--- config.mk ---
export PLATFORM = sky130hd
export DESIGN_NAME = lcs_regs
export DESIGN_NICKNAME = d
export VERILOG_FILES = /design/src/hdl/lcs_pkg.sv /design/src/hdl/lcs_regs.sv
export SDC_FILE = /design/constraint.sdc
export NUM_CORES = 1
export LEC_CHECK = 0
export BUFFER_PORTS_ARGS = -buffer_cell sky130_fd_sc_hd__buf_2
export CELL_PAD_IN_SITES_DETAIL_PLACEMENT = 1
export CELL_PAD_IN_SITES_GLOBAL_PLACEMENT = 2
export CORE_MARGIN = 3
export CORE_UTILIZATION = 36
export DETAILED_ROUTE_END_ITERATION = 10
export GPL_TIMING_DRIVEN = 0
export PLACE_DENSITY = 0.83
export SLEW_MARGIN = 25
export SYNTH_ARGS = -nofsm -noshare
export SYNTH_HDL_FRONTEND = slang
export SYNTH_SLANG_ARGS = --single-unit
--- constraint.sdc ---
create_clock -name I_SYS_CLK -period 8.79 [get_ports I_SYS_CLK]
set_input_delay 1.758 -clock I_SYS_CLK [delete_from_list [all_inputs] [get_ports I_SYS_CLK]]
set_output_delay 1.758 -clock I_SYS_CLK [all_outputs]
set_load 0.1 [all_outputs]
--- src/hdl/lcs_pkg.sv ---
package lcs_pkg;

  // Register byte offsets on the host register port.
  localparam logic [7:0] OFS_MISC = 8'h04;
  localparam logic [7:0] OFS_CTL = 8'h08;
  localparam logic [7:0] OFS_INT = 8'h0c;
  localparam logic [7:0] OFS_MASK = 8'h10;

  // Reset values.
  localparam logic [31:0] MISC_RESET = 32'h14000000;
  localparam logic [31:0] CTL_RESET = 32'h4400ca00;
  localparam logic [31:0] INT_RESET = 32'h00000000;
  localparam logic [31:0] MASK_RESET = 32'h80000000;

  // Fields are printed with bit 0 as the most significant bit, so the
  // vector index of printed bit n is 31 - n.
  // Status bits owned by neighbouring logic read as their reset level here.
  localparam logic [31:0] MISC_FIXED = 32'h14000000;
  localparam int MISC_PING_LSB = 16;
  localparam int MISC_PING_W = 9;
  localparam int MISC_ROOT = 15;
  localparam int MISC_ACK_FAULT = 8;
  localparam int MISC_ACK_LSB = 4;
  localparam int MISC_ACK_W = 4;
  localparam int MISC_ACK_UNREAD = 0;

  localparam int CTL_ID_VALID = 31;
  localparam int CTL_SELFID_EN = 30;
  localparam int CTL_SELFID_DEST = 29;
  localparam int CTL_FORCE_BUSY = 27;
  localparam int CTL_TXRX_EN = 26;
  localparam int CTL_FAST_ARB = 24;
  localparam int CTL_ASYNC_FLUSH = 21;
  localparam int CTL_BAD_PEND = 17;
  localparam int CTL_KEEP_BAD = 16;
  localparam int CTL_SPLIT_EN = 15;
  localparam int CTL_RETRY_EN = 14;
  localparam int CTL_WR_PEND = 13;
  localparam int CTL_MGMT_CONFLICT = 12;
  localparam int CTL_CYC_MASTER = 11;
  localparam int CTL_CYC_RUN = 9;
  localparam int CTL_DMA_FLUSH = 8;
  localparam int CTL_STRAY_ACCEPT = 7;
  localparam int CTL_STRAY_DEST = 6;
  localparam int CTL_BUDGET_LSB = 0;
  localparam int CTL_BUDGET_W = 6;
  localparam logic [31:0] CTL_RW_MASK = 32'h6d03faff;

  localparam int INT_SUMMARY = 31;
  localparam int INT_SECOND_TICK = 18;
  localparam int INT_CYCLE_MISSED = 10;
  localparam logic [31:0] INT_SRC_MASK = 32'h7cfefe00;
  localparam logic [31:0] MASK_RW_MASK = 32'hfcfefe00;

  // One ping unit is one clock period.
  localparam int PING_UNIT_NS = 40;
  localparam int CLK_PERIOD_NS = 40;
  localparam int PING_CYCLES_PER_UNIT = PING_UNIT_NS / CLK_PERIOD_NS;

  // Cycle-timer wraps without a cycle start before the loss flag rises.
  localparam logic [1:0] WRAPS_FOR_LOSS = 2'h2;

  typedef struct packed {
    logic [31:0] ctl;
    logic [31:0] int_stat;
    logic [31:0] int_mask;
    logic [8:0] ping_cnt;
    logic ping_run;
    logic [8:0] ping_val;
    logic root;
    logic ack_fault;
    logic [3:0] ack_code;
    logic ack_unread;
    logic [1:0] wraps;
    logic [31:0] rdata;
    logic rvalid;
    logic irq_n;
    logic async_flush;
    logic dma_flush;
    logic cyc_master_active;
  } lcs_state_t;

endpackage

--- src/hdl/lcs_regs.sv ---
// How it works
// Ping round trip counted in 40 ns clock units, read at bits 7-15.
// Status bit 16 follows local PHY root state, resets to 0.
// Bit 23 set when a transmit acknowledge has parity or length error.
// Bits 24-27 hold the latest transmit acknowledge code, overwritten each time.
// Bit 31 marks an unread acknowledge; reading the status register clears it.
// Status resets to 1400 0000h; bus reset clears its non-immune fields.
// Control bit 0 set when bus-reset identity results become valid.
// Bit 1 enables self-ID capture; bit 2 picks DMA or log storage.
// Control bit 4 forces busy acknowledges for every incoming packet.
// Control bit 5 enables the link; cleared, no acks, no traffic.
// Writing 1 to bit 10 pulses a flush of async queues only.
// Bit 14 selects pending or error ack for bad packets; bit 15 stores them.
// Bit 16 enables split transactions blocking transmit until response or timeout.
// Bit 17 enables automatic retry on busy acknowledges.
// Bit 18 selects pending or complete ack for write requests.
// Bit 19 selects conflict or busy ack while management agent busy.
// Cycle master needs bit 20 and root; bit 22 runs the offset counter.
// Writing 1 to bit 23 pulses a full DMA block flush.
// Bit 24 accepts stray responses; bit 25 picks DMA or async queue.
// Interrupt bit 0 is OR of masked pending bits; pin is its inverse.
// Masked sources still latch status; reset values kept across bus reset.
// Interrupt on seconds increment, and on two wraps without cycle start.
// Event bits set by hardware, cleared by writing 1, zero writes ignored.
// Host uses only whole 32-bit accesses.
// Reserved bits read zero and ignore writes.
module lcs_regs (
  // Clock and reset
  input wire logic I_SYS_CLK,
  input wire logic I_RST,
  // Host register port
  input wire logic [7:0] I_ADDR,
  input wire logic I_WR_STB,
  input wire logic I_RD_STB,
  input wire logic [31:0] I_WDATA,
  output logic [31:0] O_RDATA,
  output logic O_RDATA_VALID,
  output logic O_IRQ_OUT_N,
  // Link core status
  input wire logic I_BUS_RESET,
  input wire logic I_NODE_ID_DONE,
  input wire logic I_PHY_ROOT,
  input wire logic I_PING_SENT,
  input wire logic I_PING_RESP,
  input wire logic I_ACK_RX,
  input wire logic [3:0] I_ACK_CODE,
  input wire logic I_ACK_FAULT,
  input wire logic I_SECOND_TICK,
  input wire logic I_CYCLE_WRAP,
  input wire logic I_CYCLE_START_RX,
  input wire logic [31:0] I_INT_EVENTS,
  // Link core control
  output logic O_SELFID_CAPTURE_EN,
  output logic O_SELFID_DEST_SELECT,
  output logic O_FORCE_BUSY_ALL,
  output logic O_LINK_TXRX_ENABLE,
  output logic O_FAST_ARBITRATION_EN,
  output logic O_ASYNC_TRANSACTION_FLUSH,
  output logic O_BAD_PACKET_PEND_REPLY,
  output logic O_KEEP_BAD_PACKETS,
  output logic O_SPLIT_TXN_ENABLE,
  output logic O_AUTO_RETRY_ENABLE,
  output logic O_WRITE_PEND_REPLY,
  output logic O_MGMT_CONFLICT_REPLY,
  output logic O_CYCLE_MASTER_ACTIVE,
  output logic O_CYCLE_COUNTER_RUN,
  output logic O_DMA_BLOCK_FLUSH,
  output logic O_STRAY_RESPONSE_ACCEPT,
  output logic O_STRAY_RESPONSE_DEST,
  output logic [5:0] O_PRIO_BUDGET
);

  lcs_pkg::lcs_state_t st;
  lcs_pkg::lcs_state_t next_st;

  logic [31:0] misc_view;
  logic [31:0] ctl_view;
  logic [31:0] int_view;
  logic wr_misc;
  logic wr_ctl;
  logic wr_int;
  logic wr_mask;
  logic rd_misc;
  logic rd_ctl;
  logic rd_int;
  logic rd_mask;
  logic [31:0] events;
  logic [31:0] next_view;

  always_comb begin
    misc_view = lcs_pkg::MISC_FIXED;
    misc_view[lcs_pkg::MISC_PING_LSB +: lcs_pkg::MISC_PING_W] = st.ping_val;
    misc_view[lcs_pkg::MISC_ROOT] = st.root;
    misc_view[lcs_pkg::MISC_ACK_FAULT] = st.ack_fault;
    misc_view[lcs_pkg::MISC_ACK_LSB +: lcs_pkg::MISC_ACK_W] = st.ack_code;
    misc_view[lcs_pkg::MISC_ACK_UNREAD] = st.ack_unread;
    ctl_view = st.ctl;
    int_view = st.int_stat;
    int_view[lcs_pkg::INT_SUMMARY] = ~st.irq_n;
  end

  always_comb begin
    wr_misc = 1'b0;
    wr_ctl = 1'b0;
    wr_int = 1'b0;
    wr_mask = 1'b0;
    // Only whole-word accesses exist on this port, so no lane selects.
    if (I_ADDR == lcs_pkg::OFS_MISC) begin
      wr_misc = I_WR_STB;
    end else if (I_ADDR == lcs_pkg::OFS_CTL) begin
      wr_ctl = I_WR_STB;
    end else if (I_ADDR == lcs_pkg::OFS_INT) begin
      wr_int = I_WR_STB;
    end else if (I_ADDR == lcs_pkg::OFS_MASK) begin
      wr_mask = I_WR_STB;
    end
    rd_misc = I_RD_STB && (I_ADDR == lcs_pkg::OFS_MISC);
    rd_ctl = I_RD_STB && (I_ADDR == lcs_pkg::OFS_CTL);
    rd_int = I_RD_STB && (I_ADDR == lcs_pkg::OFS_INT);
    rd_mask = I_RD_STB && (I_ADDR == lcs_pkg::OFS_MASK);
  end

  always_comb begin
    next_st = st;
    events = I_INT_EVENTS & lcs_pkg::INT_SRC_MASK;
    next_view = 32'h00000000;

    // Read data is sampled before this cycle's updates; unmapped reads give zero.
    next_st.rvalid = I_RD_STB;
    if (rd_misc) begin
      next_st.rdata = misc_view;
    end else if (rd_ctl) begin
      next_st.rdata = ctl_view;
    end else if (rd_int) begin
      next_st.rdata = int_view;
    end else if (rd_mask) begin
      next_st.rdata = st.int_mask;
    end else if (I_RD_STB) begin
      next_st.rdata = 32'h00000000;
    end

    // Ping timer: one count per clock, saturating rather than wrapping.
    if (I_PING_SENT) begin
      next_st.ping_run = 1'b1;
      next_st.ping_cnt = 9'h000;
    end else if (st.ping_run && I_PING_RESP) begin
      next_st.ping_run = 1'b0;
      next_st.ping_val = st.ping_cnt;
    end else if (st.ping_run && (st.ping_cnt != 9'h1ff)) begin
      next_st.ping_cnt = st.ping_cnt + 9'(lcs_pkg::PING_CYCLES_PER_UNIT);
    end

    next_st.root = I_PHY_ROOT;

    // A read of the status word clears the unread flag; a new acknowledge wins.
    if (rd_misc) begin
      next_st.ack_unread = 1'b0;
    end
    if (I_ACK_RX && st.ctl[lcs_pkg::CTL_TXRX_EN]) begin
      next_st.ack_code = I_ACK_CODE;
      next_st.ack_fault = I_ACK_FAULT;
      next_st.ack_unread = 1'b1;
    end

    // Write-one-to-clear with event set winning over the clear.
    if (wr_int) begin
      next_st.int_stat = st.int_stat & ~(I_WDATA & lcs_pkg::INT_SRC_MASK);
    end

    // Cycle loss: count wraps since the last cycle start.
    if (I_CYCLE_START_RX) begin
      next_st.wraps = 2'h0;
    end else if (I_CYCLE_WRAP) begin
      if (st.wraps + 2'h1 >= lcs_pkg::WRAPS_FOR_LOSS) begin
        events[lcs_pkg::INT_CYCLE_MISSED] = 1'b1;
        next_st.wraps = 2'h0;
      end else begin
        next_st.wraps = st.wraps + 2'h1;
      end
    end
    if (I_SECOND_TICK) begin
      events[lcs_pkg::INT_SECOND_TICK] = 1'b1;
    end
    // Masked sources still latch so software can poll them.
    next_st.int_stat = (next_st.int_stat | events) & lcs_pkg::INT_SRC_MASK;

    if (wr_mask) begin
      next_st.int_mask = I_WDATA & lcs_pkg::MASK_RW_MASK;
    end

    // Control word; the flush bits never store and read back as zero.
    if (wr_ctl) begin
      next_st.ctl = (st.ctl & ~lcs_pkg::CTL_RW_MASK) | (I_WDATA & lcs_pkg::CTL_RW_MASK);
    end
    next_st.async_flush = wr_ctl && I_WDATA[lcs_pkg::CTL_ASYNC_FLUSH];
    next_st.dma_flush = wr_ctl && I_WDATA[lcs_pkg::CTL_DMA_FLUSH];
    if (I_NODE_ID_DONE) begin
      next_st.ctl[lcs_pkg::CTL_ID_VALID] = 1'b1;
    end

    // Bus reset clears the volatile status and control bit 0; other control and interrupt bits survive it.
    if (I_BUS_RESET) begin
      next_st.ping_val = 9'h000;
      next_st.ping_run = 1'b0;
      next_st.ack_fault = 1'b0;
      next_st.ack_code = 4'h0;
      next_st.ack_unread = 1'b0;
      next_st.root = 1'b0;
      next_st.ctl[lcs_pkg::CTL_ID_VALID] = 1'b0;
    end

    // The pin tracks the summary of the words just computed.
    next_view = next_st.int_stat & next_st.int_mask & lcs_pkg::INT_SRC_MASK;
    next_st.irq_n = ~(|next_view);

    next_st.cyc_master_active = next_st.ctl[lcs_pkg::CTL_CYC_MASTER] && next_st.root;
  end

  always_ff @(posedge I_SYS_CLK or posedge I_RST) begin
    if (I_RST) begin
      st.ctl <= lcs_pkg::CTL_RESET;
      st.int_stat <= lcs_pkg::INT_RESET;
      st.int_mask <= lcs_pkg::MASK_RESET;
      st.ping_cnt <= 9'h000;
      st.ping_run <= 1'b0;
      st.ping_val <= 9'h000;
      st.root <= 1'b0;
      st.ack_fault <= 1'b0;
      st.ack_code <= 4'h0;
      st.ack_unread <= 1'b0;
      st.wraps <= 2'h0;
      st.rdata <= 32'h00000000;
      st.rvalid <= 1'b0;
      st.irq_n <= 1'b1;
      st.async_flush <= 1'b0;
      st.dma_flush <= 1'b0;
      st.cyc_master_active <= 1'b0;
    end else begin
      st <= next_st;
    end
  end

  assign O_RDATA = st.rdata;
  assign O_RDATA_VALID = st.rvalid;
  assign O_IRQ_OUT_N = st.irq_n;
  assign O_SELFID_CAPTURE_EN = st.ctl[lcs_pkg::CTL_SELFID_EN];
  assign O_SELFID_DEST_SELECT = st.ctl[lcs_pkg::CTL_SELFID_DEST];
  assign O_FORCE_BUSY_ALL = st.ctl[lcs_pkg::CTL_FORCE_BUSY];
  assign O_LINK_TXRX_ENABLE = st.ctl[lcs_pkg::CTL_TXRX_EN];
  assign O_FAST_ARBITRATION_EN = st.ctl[lcs_pkg::CTL_FAST_ARB];
  assign O_ASYNC_TRANSACTION_FLUSH = st.async_flush;
  assign O_BAD_PACKET_PEND_REPLY = st.ctl[lcs_pkg::CTL_BAD_PEND];
  assign O_KEEP_BAD_PACKETS = st.ctl[lcs_pkg::CTL_KEEP_BAD];
  assign O_SPLIT_TXN_ENABLE = st.ctl[lcs_pkg::CTL_SPLIT_EN];
  assign O_AUTO_RETRY_ENABLE = st.ctl[lcs_pkg::CTL_RETRY_EN];
  assign O_WRITE_PEND_REPLY = st.ctl[lcs_pkg::CTL_WR_PEND];
  assign O_MGMT_CONFLICT_REPLY = st.ctl[lcs_pkg::CTL_MGMT_CONFLICT];
  assign O_CYCLE_MASTER_ACTIVE = st.cyc_master_active;
  assign O_CYCLE_COUNTER_RUN = st.ctl[lcs_pkg::CTL_CYC_RUN];
  assign O_DMA_BLOCK_FLUSH = st.dma_flush;
  assign O_STRAY_RESPONSE_ACCEPT = st.ctl[lcs_pkg::CTL_STRAY_ACCEPT];
  assign O_STRAY_RESPONSE_DEST = st.ctl[lcs_pkg::CTL_STRAY_DEST];
  assign O_PRIO_BUDGET = st.ctl[lcs_pkg::CTL_BUDGET_LSB +: lcs_pkg::CTL_BUDGET_W];

endmodule

==> Yosys cells after proc, flatten, opt, wreduce, memory -nomap -nowiden <==
Index checks and enable logic that the tools add are counted.
{ "word_totals": {"ff_bits": 148, "ram_bits": 0, "mem_bits_ro": 0, "n_memories": 0, "latch_bits": 0, "in_bits": 90} }
{ "classes": {"shifts": 0, "n_mul": 0, "n_eq_ne": 7, "n_addsub": 2, "n_bitwise": 7, "order_cmp": 1, "n_div": 0, "n_mux": 34, "reduce_logical": 21} }
{ "op_table": {"columns": ["operator", "n"], "rows": [
  ["two-way mux 32 bit", 7],
  ["AND 31 bit", 2],
  ["bitwise OR 32 x 31 -> 32 bit", 1],
  ["two-way mux 31 bit", 1],
  ["inverter 31 bit", 1],
  ["bitwise OR 31 bit", 1],
  ["two-way mux 9 bit", 3],
  ["two-way mux 10 bit", 2],
  ["OR reduction 19 bit", 1],
  ["two-way mux 17 bit", 1],
  ["equality test 8 x 4 -> 1 bit, second input constant", 2],
  ["two-way mux 1 bit", 16],
  ["logical AND 1 bit", 10],
  ["adder 9 x 1 -> 9 bit, second input constant", 1],
  ["inequality test 9 bit, second input constant", 1],
  ["nonzero test 3 bit", 3],
  ["equality test 8 x 3 -> 1 bit, second input constant", 1],
  ["equality test 8 x 5 -> 1 bit, second input constant", 1],
  ["nonzero test 2 bit", 4],
  ["two-way mux 2 bit", 3],
  ["two-way mux 6 bit", 1],
  ["nonzero test 5 bit", 1],
  ["inequality test 2 bit, second input constant", 2],
  ["AND reduction 2 bit", 2],
  ["3 further kinds", 4]
]} }

==> Longest topological paths before layout <==
{ "depth": {"depth_word": 9, "depth_mapped": 9} }

==> Worst setup path before layout <==
No wires, ideal clock.
{ "synth_path": {"path_type": "input -> register", "from": "input port I_ADDR[2]", "to": "register st, in the netlist O_IRQ_OUT_N", "stages": 7, "arrival_ns": 3.369, "setup_slack_ns": 5.358, "n_path_buf": 1, "path_cell_list": "nor4b_1 and3_1 buf_2 mux2_2 a22o_1 nor4_1 and4_1"} }
{ "synth_lines": {"columns": ["element", "line", "rtl"], "rows": [
  ["start, declared", "lcs_regs.sv:32", "input wire logic [7:0] I_ADDR,"],
  ["end signal, assigned", "lcs_regs.sv:239", "st <= next_st;"],
  ["end, declared", "lcs_regs.sv:73", "lcs_pkg::lcs_state_t st;"]
]} }

==> flow_metrics.py <==
metrics = {
    "critical_path": {
        "rr_worst_depth": 9,
        "worstPathArrival_ps": 4040,
        "cp-start-kind": "input port",
        "required_ps": 9150,
        "path_class": "input port to flip-flop",
        "path_max_fanout": 10,
        "crit_path_end_kind": "flip-flop",
    },
    "synth": {
        "yosys.area_share.xor_xnor_pct": 1.08,
        "synthMuxAreaShare_pct": 10.3,
        "syn_nets": 587,
        "yosys.area_share.simple_pct": 12.0,
        "syn_area_sq_um": 5660,
        "syn_area_per_cell_sq_um": 11.5,
        "netlist_instances": 494,
        "ys_seq_area_share_pct": 55.9,
        "synth_top_family_by_area": "compound AO/OA/AOI/OAI gates",
        "ys_warn_count": 0,
        "synth-main-ff-cell": "dfrtp_1",
        "synth_adder_area_share_pct": 0.663,
        "ys_ff_latch": 126,
        "synth_edf_count": 0,
        "synth_cell_types": 44,
        "synth_compound_area_share_pct": 12.1,
        "async_reset_ff_share_pct": 100,
    },
    "route": {
        "wl_met2_um": 8210,
        "drtPass1Iterations": 7,
        "drc_errors": 0,
        "wirelength_met1_um": 7680,
        "drt-vias-per-instance": 5.07,
        "highest_layer": "met4",
        "wl_met3_um": 813,
        "via_count": 4403,
        "wirelength_um": 17100,
        "post_drt_wl_per_cell_um": 19.6,
        "drtAntennaViolNets": 0,
        "drtIter0Drc": 224,
    },
    "sta": {
        "slew_violations": 0,
        "setup_tns_ps": 0,
        "layout_min_cycle_time_ps": 3670,
        "holdWs_ps": 509,
        "finalCritPeriodShare_pct": 41.8,
        "hold_viol": 0,
        "fmax_ghz": 0.272,
        "grt_setup_unrepaired": "no",
        "worst_pin_slew_ps": 1040,
        "finalSetupViolations": 0,
        "fin_worst_skew_ps": 4.90,
        "relSlewSlack_pct": 30.2,
    },
    "clock_network": {
        "clk_pin_slew_ps": 60,
        "insertion_delay_ps": 420,
        "cts_max_level": 4,
        "clock-sinks": 126,
        "ctsHoldBuffers": 0,
        "cts_tree": "built",
        "cts_resized": 0,
        "clockBufferDepth": 2,
        "numCtsBuffers": 17,
        "ctsRootBufferMaster": "clkbuf_16",
        "post_cts_buffers": 0,
    },
    "finish": {
        "final_util_pct": 47.0,
        "finalInstanceArea_sq_um": 7200,
        "diodes": 0,
        "syn_to_final_growth_pct": 27.3,
        "drive_gt1_share_pct": 40.9,
        "nets": 738,
    },
    "worst_hold_path": {
        "min_path_type": "flip-flop to flip-flop",
        "min_path_cells": 2,
    },
    "status": {
        "status": "complete, no violations",
    },
    "grt": {
        "grt_max_degree": 103,
        "grt_pass1_wl_um": 26800,
        "antenna_found_initial": 0,
        "overflow": 0,
        "track_usage_pct": 20.3,
        "grt_pass1_vias": 4817,
    },
    "place": {
        "place_area_sq_um": 6610,
        "hpwl_um": 12500,
        "place_congestion": 0.904,
        "portBuffers": 131,
    },
    "die": {
        "io_pins": 147,
        "die_h_um": 131,
        "start_util_pct": 36.9,
        "core_region_area_sq_um": 15300,
        "rows": 45,
        "die_width_um": 131,
        "die_area_sq_um": 17300,
    },
    "power_and_ir_drop": {
        "power.density_nw_per_um2": 214,
        "power.total_mw": 1.54,
        "irDropWorstVdd_uv": 126,
        "p_leak_nw": 3.51,
    },
    "flow_run": {
        "cap_viol_max_count": 0,
    },
}
[cells in the mapped netlist, types with 11 or more instances]
| cell | n | area, sq um |
|---|---|---|
| buf_2 | 13 | 65.1 |
| mux2_2 | 41 | 462 |
| a21oi_1 | 31 | 155 |
| dfrtp_1 | 118 | 2950 |
| nand2_1 | 21 | 78.8 |
| a22o_1 | 11 | 96.3 |
| a21o_1 | 17 | 128 |
| a222oi_1 | 11 | 110 |
| nor2_1 | 51 | 191 |
| clkbuf_1 | 13 | 48.8 |
| nand4_1 | 18 | 113 |
| mux2i_1 | 12 | 120 |
| buf_4 | 38 | 285 |
[cells in the final DEF (no fill, tap or decap), types with 12 or more instances in the layout]
master     instances
buf_2            144
dfrtp_1          118
nor2_1            51
mux2_2            41
buf_4             38
a21oi_1           31
nand2_1           21
nand4_1           18
a21o_1            17
clkbuf_16         17
clkbuf_1          13
mux2i_1           12
[layout make-up]
type | count | area (sq um)
fillers | 1714 | 8110
repair buffers | 132 | 683
multi-input cells | 292 | 2040
plain buffers | 66 | 414
inverters | 10 | 45.0
flip-flops and latches | 126 | 3160
clock inverters | 15 | 164
clock buffers | 17 | 425
well taps | 211 | 264
[worst paths after layout]
path	endpoint	slack, ps	start
setup / recovery	O_IRQ_OUT_N$_DFF_PP1_	5120	I_ADDR[2]
hold / removal	st[38]$_DFFE_PP0P_	510	st[38]$_DFFE_PP0P_
setup reg to reg	st[61]$_DFFE_PP0P_	6140	st[56]$_DFFE_PP0P_
hold reg to reg	st[38]$_DFFE_PP0P_	510	st[38]$_DFFE_PP0P_
max in group asynchronous	ctl_view[30]$_DFFE_PP1P_	6750	I_RST
min in group asynchronous	O_RDATA[8]$_DFFE_PP0P_	1270	I_RST
[report_power, final]
group	internal, mW	switching [mW]
clock	0.421	0.276
sequential	0.604	0.0140
combinational	0.0559	0.171
total	1.08	0.462
[through the flow]
step	setup slack, ps	std cells
after floorplan	3690	494
final	5120	869
after global placement	2280	836
after global routing	5040	869
after detailed placement	4660	837
after CTS	5110	869
[registers in the layout, indices dropped and copies added, names as in the netlist]
name                       flops
st                            32
O_RDATA_VALID                  1
O_CYCLE_MASTER_ACTIVE          1
misc_view                     16
O_ASYNC_TRANSACTION_FLUSH      1
O_DMA_BLOCK_FLUSH              1
int_view                      19
O_RDATA                       32
O_IRQ_OUT_N                    1
ctl_view                      22
[metal layers]
layer | track usage [%] | vias up
met5 | 0 | -
li1 | - | 2041
met2 | 33.4 | 138
met1 | 26.0 | 2198
met4 | 7.00 | 0
met3 | 5.32 | 26
[critical path, cell delays in order]
cell and delay [ps]:
buf_2 150, nor4b_1 280, and3_1 240, buf_2 290, mux2_2 390, a22o_1 220, nor4_1 440, and4_1 260
[kinds of logic after synthesis]
group | count (synthesis)
buffers and inverters | 76
AND/OR/NAND/NOR | 132
flip-flops | 126
multiplexers | 53
AO/OA/AOI/OAI | 97
adder cells (fa/ha/maj) | 3
XOR/XNOR | 7
(Power assumes the default switching activity.)
